--- config.mk ---
export PLATFORM = sky130hd
export DESIGN_NAME = lsr_shared_bus_ram
export DESIGN_NICKNAME = d
export VERILOG_FILES = /design/src/core/lsr_pkg.sv /design/src/core/lsr_byte_store.sv /design/src/core/lsr_shared_bus_ram.sv
export VERILOG_INCLUDE_DIRS = /design/src /design/src/core
export SDC_FILE = /design/constraint.sdc
export NUM_CORES = 2
export LEC_CHECK = 0
export BUFFER_PORTS_ARGS = -buffer_cell sky130_fd_sc_hd__buf_2
export CAP_MARGIN = 5
export CORE_MARGIN = 3
export CORE_UTILIZATION = 30
export CTS_BUF_LIST = sky130_fd_sc_hd__clkbuf_4
export CTS_CLUSTER_DIAMETER = 100
export DETAILED_ROUTE_END_ITERATION = 7
export PLACE_DENSITY = 0.41
export SKIP_LAST_GASP = 1
export SYNTH_ARGS = -nofsm -noshare
export SYNTH_HDL_FRONTEND = slang
export SYNTH_SLANG_ARGS = --single-unit
--- constraint.sdc ---
create_clock -name ref_clk_i -period 5.5 [get_ports ref_clk_i]
set_clock_uncertainty 0.1 [all_clocks]
set_input_delay 0.55 -clock ref_clk_i [delete_from_list [all_inputs] [get_ports ref_clk_i]]
set_output_delay 0.55 -clock ref_clk_i [all_outputs]
set_load 0.02 [all_outputs]
--- src/core/lsr_cfg.svh ---
// Constants for the latched-address shared-bus byte memory.
// Assumes inclusion by bare name from the package, the byte store and the top module.
`ifndef LSR_CFG_SVH
`define LSR_CFG_SVH

`define LSR_ADDR_W    8
`define LSR_DATA_W    8
`define LSR_DEPTH     256
`define LSR_OE_RST    1'b0
`define LSR_BUS_RST   8'h00
`define LSR_MCLK_RST  1'b0
`define LSR_FLAG_RST  1'h0

`endif

--- src/core/lsr_pkg.sv ---
// Types for the latched-address shared-bus byte memory.
// Assumes lsr_cfg.svh is on the include path.
`include "lsr_cfg.svh"

package lsr_pkg;

  typedef logic [`LSR_ADDR_W-1:0] lsr_addr_t;
  typedef logic [`LSR_DATA_W-1:0] lsr_data_t;

  // Control pins, sampled on the system clock
  typedef struct packed {
    logic chip_access_enable_n;
    logic select_command;
    logic write_command;
    logic master_clk;
  } lsr_ctrl_t;

  // Bus mode decoded from the control pins
  typedef enum logic [2:0] {
    LSR_MODE_HOLD  = 3'b000,
    LSR_MODE_ADDR  = 3'b001,
    LSR_MODE_WRITE = 3'b010,
    LSR_MODE_READ  = 3'b011,
    LSR_MODE_CLASH = 3'b100
  } lsr_mode_t;

endpackage

--- src/core/lsr_byte_store.sv ---
// Byte storage array with one write port and one combinational read port.
// Assumes the caller sequences writes; contents have no reset.
`include "lsr_cfg.svh"

module lsr_byte_store
  import lsr_pkg::*;
(
  input  wire logic      clk_i,
  input  wire logic      we_i,
  input  wire lsr_addr_t addr_i,
  input  wire lsr_data_t wdata_i,
  output lsr_data_t      rdata_o
);

  lsr_data_t mem [`LSR_DEPTH];

  // Store one byte, no reset on purpose
  always_ff @(posedge clk_i) begin
    if (we_i) begin
      mem[addr_i] <= wdata_i;
    end
  end

  // Read the byte at the latched address
  assign rdata_o = mem[addr_i];

endmodule

--- src/core/lsr_shared_bus_ram.sv ---
// Latched-address byte memory on a shared bidirectional byte bus.
// Assumes all pins are synchronous to ref_clk_i; the master clock is a
// plain sampled input and its falling edge is found by comparison.
`include "lsr_cfg.svh"

// Contract
// - Array of 256 bytes, each 8 bits, picked by an 8-bit address.
// - Address, write data and read data share one three-state byte bus.
// - Access enable high: address held, bus released, other pins ignored.
// - Select high, write low: bus is address, captured at clock fall.
// - Select and write low with enable low: drive stored byte on bus.
// - Write high, select low: store bus byte at clock fall, bus off.
// - Drivers on when select or enable falls in read, off when rising.
module lsr_shared_bus_ram
  import lsr_pkg::*;
(
  input  wire logic      ref_clk_i,
  input  wire logic      srst_i,
  input  wire lsr_ctrl_t ctrl_i,
  input  wire lsr_data_t shared_byte_bus_i,
  output lsr_data_t      shared_byte_bus_o,
  output logic           shared_byte_bus_oe_o
);

  // Control state
  logic      mclk_prev;
  lsr_addr_t addr_latch;
  lsr_data_t bus_out;
  logic      bus_oe;

  // Decoded control
  wire logic      enable_n = ctrl_i.chip_access_enable_n;
  wire logic      sel_cmd  = ctrl_i.select_command;
  wire logic      wr_cmd   = ctrl_i.write_command;
  wire logic      mclk_fall;
  wire logic      load_addr;
  wire logic      store_byte;
  wire logic      next_bus_oe;
  lsr_mode_t      mode;
  lsr_data_t      rd_byte;

  // Mode decode from the control pins
  // enable high wins
  assign mode = enable_n           ? LSR_MODE_HOLD  :
                (sel_cmd & wr_cmd) ? LSR_MODE_CLASH :
                sel_cmd            ? LSR_MODE_ADDR  :
                wr_cmd             ? LSR_MODE_WRITE :
                                     LSR_MODE_READ;

  // Falling edge of the sampled master clock
  assign mclk_fall = mclk_prev & ~ctrl_i.master_clk;

  assign load_addr  = mclk_fall & (mode == LSR_MODE_ADDR);
  // clash mode loads and stores nothing
  assign store_byte = mclk_fall & (mode == LSR_MODE_WRITE);

  assign next_bus_oe = (mode == LSR_MODE_READ);

  // Master clock history, reset so no false fall appears
  always_ff @(posedge ref_clk_i) begin
    if (srst_i) begin
      mclk_prev <= `LSR_MCLK_RST;
    end else begin
      mclk_prev <= ctrl_i.master_clk;
    end
  end

  // Address latch, deliberately without reset
  // no reset on the latch
  always_ff @(posedge ref_clk_i) begin
    if (load_addr) begin
      addr_latch <= shared_byte_bus_i;
    end
  end

  // Registered bus drive
  // three-state drive via enable
  always_ff @(posedge ref_clk_i) begin
    if (srst_i) begin
      bus_oe  <= `LSR_OE_RST;
      bus_out <= `LSR_BUS_RST;
    end else begin
      bus_oe  <= next_bus_oe;
      bus_out <= rd_byte;
    end
  end

  lsr_byte_store u_store (
    .clk_i   (ref_clk_i),
    .we_i    (store_byte),
    .addr_i  (addr_latch),
    .wdata_i (shared_byte_bus_i),
    .rdata_o (rd_byte)
  );

  // Outputs straight from flops
  assign shared_byte_bus_o    = bus_out;
  assign shared_byte_bus_oe_o = bus_oe;

  // Check-side state, not part of the data path
  logic      addr_seen;
  logic      wr_seen;
  lsr_addr_t wr_addr_seen;
  lsr_data_t wr_data_seen;

  // Latch powers up unknown, so the hold checks wait for a first load
  always_ff @(posedge ref_clk_i) begin
    if (srst_i) begin
      addr_seen <= `LSR_FLAG_RST;
    end else if (load_addr) begin
      addr_seen <= 1'h1;
    end
  end

  // Marks that the shadow below holds a real store
  always_ff @(posedge ref_clk_i) begin
    if (srst_i) begin
      wr_seen <= `LSR_FLAG_RST;
    end else if (store_byte) begin
      wr_seen <= 1'h1;
    end
  end

  // Shadow of the latest store, kept apart from the array so the
  // read-back check does not lean on the array's own read port
  always_ff @(posedge ref_clk_i) begin
    if (store_byte) begin
      wr_addr_seen <= addr_latch;
      wr_data_seen <= shared_byte_bus_i;
    end
  end
endmodule

# ---- Word level (Yosys, flattened, before mapping)
# Memories as Yosys holds them, arrays and structs flattened. A register that Yosys moved wholly into a read port is not among the register bits.
# Index checks and enable logic that the tools add are counted.
dict set report op_classes {
  n_eq_ne 3
  mux 6
  bitwise 5
}
# cell n
set ops {}
lappend ops {{equality test 3 x 2 -> 1 bit (second input constant)} 2}
lappend ops {{2-to-1 mux 3 bit} 2}
lappend ops {{AND 1 bit} 4}
lappend ops {{equality test 3 x 1 -> 1 bit (second input constant)} 1}
lappend ops {{2-to-1 mux 1 bit} 3}
lappend ops {{2-to-1 mux 2 bit} 1}
lappend ops {{NOT 1 bit} 1}
dict set report word_totals {
  regBits 10
  ramBits 2048
  inputBits 14
  output_inout_bits 9
  word_cells 18
  memories 1
}
# name depth word_bits rd rd_clocked_by_memory_dff wr line_no
set memory_table {}
lappend memory_table {u_store.mem 256 8 1 1 1 lsr_byte_store.sv:15} ;# lsr_data_t mem [`LSR_DEPTH];

# ---- Depth between registers and ports, before layout
dict set report depth {
  word_depth 8
  depth_mapped 12
  mapped_depth_nobuf 7
}

# ---- Modules after synthesis
# A second synthesis with hierarchy kept.
dict set report hier_totals {
  cells_unflattened 3571
  area_unflattened_um2 78869.4
}
# mod n_inst cells_each area_per_inst_um2 seq_area_each_um2
set by_module_without_submodules {}
lappend by_module_without_submodules {lsr_byte_store 1 3539 78332.6 61499.0}
lappend by_module_without_submodules {lsr_shared_bus_ram 1 32 536.8 440.4}

# ---- Worst setup path after synthesis
# OpenSTA, ideal clock, no wires.
dict set report synth_path {
  kind {register to register}
  from {register addr_latch[3]}
  to {memory u_store.mem[102][0] (netlist name), enable pin}
  setup_time_ns 0.370
  arrival_time_ns 2.237
  required_ns 5.030
  path_slack_ns 2.793
  path_stages_with_launch 9
  path_buffers 5
  synth_period_minus_slack_ns 2.707
  path_cell_list {edfxtp_1 -> buf_2 -> nor2b_1 -> clkbuf_1 -> clkbuf_1 -> buf_1 -> nand2_1 -> clkbuf_1 -> nor2_1}
}
# element line_no
set synth_lines {}
lappend synth_lines {{from (decl)} lsr_shared_bus_ram.sv:27} ;# lsr_addr_t addr_latch;
lappend synth_lines {{from (signal assigned)} lsr_shared_bus_ram.sv:72} ;# addr_latch <= shared_byte_bus_i;
lappend synth_lines {{to (decl)} lsr_byte_store.sv:15}
# Straight into the memory's write port.

==> results.tsv <==
stage	metric	value	unit
run_status	status	finished clean	
hold_path	min_to	u_store.mem[46][6]$_DFFE_PP_	
routing	num_vias	41500	
global_route	grt_antenna_before_repair	21	
layout	drive_gt1_share	32.1	%
synth	synth_top_area_share	76.8	%
clocking	clkSinkCount	2066	
place	place_inst	7531	
worst_setup_path	cp-end-kind	register	
sta	tns	0	ns
worst_setup_path	rrSetupSlack	1.29	ns
layout	final_common_cell	edfxtp_1	
global_route	grt_pass1_vias	44100	
worst_setup_path	worst-path-max-fanout	33	
synth	synth_edf_count	2056	
synth	synthTopCellsByArea	edfxtp_1, mux4_2, mux2i_1, nor2_1, a22oi_1	
synth	syn_avg_cell_area	20.3	um^2
synth	ys_seq_area_share	77.0	%
global_route	grt_max_degree	132	
routing	wl_met2	113000	um
synth	netlist_instances	3960	
worst_setup_path	crit_slowest_cell	edfxtp_1	
routing	wl	237000	um
sta	period_needed	4.21	ns
routing	ant_nets	0	
layout	n_fill_cell	25400	
layout	multiInputGateArea	17100	um^2
place	port_buffers	22	
hold_path	hold_class	in -> reg	
worst_setup_path	worstSetupPathType	reg -> reg	
clocking	cts_buffer_depth	4	
worst_setup_path	cpPeakStageDelay	0.68	ns
sta	setup_violations	0	
routing	drc	0	
synth	synth_nets	3974	
synth	netlist_area	80400	um^2
clocking	numCtsBuffers	588	
sta	rsz0062_at_grt	false	
routing	wl_met1	105000	um
floorplanning	floorplan.core_area	266000	um^2
floorplanning	die_h	524	um
floorplanning	ios	23	
layout	layout.nets	4621	
routing	viasPerCell	4.87	
clocking	cts_setup_buffers	0	
floorplanning	start_util	30.2	%
routing	drt_iter0_drc	3618	
power_and_ir_drop	p_leak	0.0302	uW
sta	hold_viol	0	
worst_setup_path	crit_buf_inv	2	
clocking	h-tree-depth	6	
routing	first_pass_iters	5	
routing	dr.max_layer_used	met5	
place	routabilityCongestion	0.798	
synth	synthDistinctLibCells	61	
floorplanning	die-area	274000	um^2
layout	layout.cells.non_filler	8537	
layout	ff_latch_area	61900	um^2
hold_path	hp-start	shared_byte_bus_i[6]	
routing	wl_met3	14100	um
power_and_ir_drop	p_per_area	341	nW/um^2
sta	slew_headroom	14.9	%
worst_setup_path	cp.depth	9	
hold_path	hold_depth	2	
synth	synth_top_cell_by_area	edfxtp_1	
clocking	insertion_delay	1.39	ns
sta	tightest_slew	1.27	ns
synth	synthArstFlopShare	0	%
power_and_ir_drop	peakVddDrop	0.198	mV
clocking	cts_tree	done	
layout	final_cell_mix	edfxtp_1, clkbuf_4, mux4_2	
worst_setup_path	critPathTopFamily	multiplexers	
worst_setup_path	timing.rr.end	shared_byte_bus_o[0]$_SDFF_PP0_	
worst_setup_path	worstPathRequired	6.59	ns
worst_setup_path	cpMostUsedCell	mux4_2	
sta	fin_crit_sh	76.6	%
worst_setup_path	arrival	5.30	ns
worst_setup_path	critPathLaunchType	register	
synth	synth-seq-cells	2066	
floorplanning	die_width	524	um
clocking	post_cts_resized	0	
sta	final_max_slew_viol_count	0	
place	dp.final_hpwl	142000	um
global_route	grt_pass1_wl	334000	um
global_route	grt_use_total	17.2	%
clocking	clk_pin_slew_worst_paths	0.06	ns
job	max_cap_viol_count	0	
worst_setup_path	reg2reg_depth	9	
routing	wl_per_cell	27.8	um
floorplanning	std_cell_rows	189	
sta	fmax	0.237	GHz
global_route	overflow	0	
clocking	root_buffer	clkbuf_4	
layout	synthToLayoutAreaGrowth	16.0	%
worst_setup_path	cp_cell_sequence	buf_12 > buf_4 > mux4_2 > mux4_2 > nand2_1 > o21ai_1 > a21o_1 > a311oi_1 > nor4_1	
worst_setup_path	r2r_start	addr_latch[0]$_DFFE_PP_	
synth	yosys_warnings	0	
synth	ys.flop_type	edfxtp_1	
[how the worst max path moves through the flow]
stage	from	slack, ns	endpoint
after floorplan	addr_latch[3]$_DFFE_PP_	2.79	u_store.mem[102][0]$_DFFE_PP_
after global placement	ctrl_i[0]	1.15	u_store.mem[222][6]$_DFFE_PP_
after detailed placement	ctrl_i[0]	1.17	u_store.mem[222][6]$_DFFE_PP_
after CTS	addr_latch[0]$_DFFE_PP_	1.18	shared_byte_bus_o[0]$_SDFF_PP0_
after global routing	addr_latch[0]$_DFFE_PP_	1.13	shared_byte_bus_o[0]$_SDFF_PP0_
final	addr_latch[0]$_DFFE_PP_	1.29	shared_byte_bus_o[0]$_SDFF_PP0_
[cell families after synthesis]
group           synth area share, %
compound gates                 3.25
flops                          77.0
simple gates                   3.10
buf+inv                        1.79
mux                            14.8
[layout make-up]
| class | instances | share of cell area [%] |
|---|---|---|
| Inverter | 11 | 0.0456 |
| Sequential cell | 2066 | 66.4 |
| Tap cell | 3533 | 4.74 |
| Clock buffer | 858 | 6.90 |
| Antenna cell | 7 | 0.0188 |
| Timing Repair Buffer | 293 | 2.74 |
| Clock inverter | 122 | 0.830 |
| Multi-Input combinational cell | 1647 | 18.3 |
[synth_stat cells (all sizes together), types with 10 or more instances]
| library cell | count |
|---|---|
| a221oi | 31 |
| clkbuf | 76 |
| mux2i | 303 |
| edfxtp | 2056 |
| nor2b | 18 |
| nand2b | 10 |
| mux2 | 13 |
| o21ai | 66 |
| o22ai | 53 |
| nor2 | 313 |
| buf | 160 |
| a31oi | 10 |
| mux4 | 388 |
| nand4 | 11 |
| nand3 | 66 |
| a22oi | 102 |
| nand2 | 103 |
| dfxtp | 10 |
| a21oi | 33 |
| o211ai | 21 |
[repair_timing]
action	CTS	global route
hold endpoints to repair	1666	0
setup endpoints to repair	0	0
hold buffers	19	0
[worst register-to-register path, stage by stage, from the launching register on]
cell and delay (ns):
edfxtp_1 0.68, buf_12 0.30, buf_4 0.59, mux4_2 0.61
mux4_2 0.48, nand2_1 0.09, o21ai_1 0.11, a21o_1 0.30
a311oi_1 0.66, nor4_1 0.12
[flip-flops by register name (all words and copies together) (netlist names)]
register	cells
u_store.mem	2048
addr_latch	8
shared_byte_bus_o	8
mclk_prev	1
shared_byte_bus_oe_o	1
[layer usage]
layer,track usage [%],up-vias
li1,-,18000
met5,0,-
met3,4.00,360
met1,23.4,21800
met2,27.2,1315
met4,5.46,4
[power breakdown]
part | total [uW] | leakage (uW) | switching, uW | internal [uW]
registers | 17300 | 0.0186 | 6.18 | 17300
logic | 473 | 0.00731 | 386 | 86.5
clock network | 14000 | 0.00431 | 6430 | 7570
total | 31800 | 0.0302 | 6820 | 25000
[per-stage QoR]
stage	total power [uW]	utilization [%]	hold slack, ns	setup slack, ns	area [um^2]
3_3_place_gp	18100	32.3	0.647	1.15	85900
3_5_place_dp	18100	32.3	0.645	1.17	85900
4_1_cts	32300	35.1	0.000692	1.18	93300
5_1_grt	33200	35.1	0.0460	1.13	93300
6_report	31800	35.1	0.171	1.29	93300
2_1_floorplan	17700	-	0.519	2.79	80400
(Power assumes the default switching activity.)
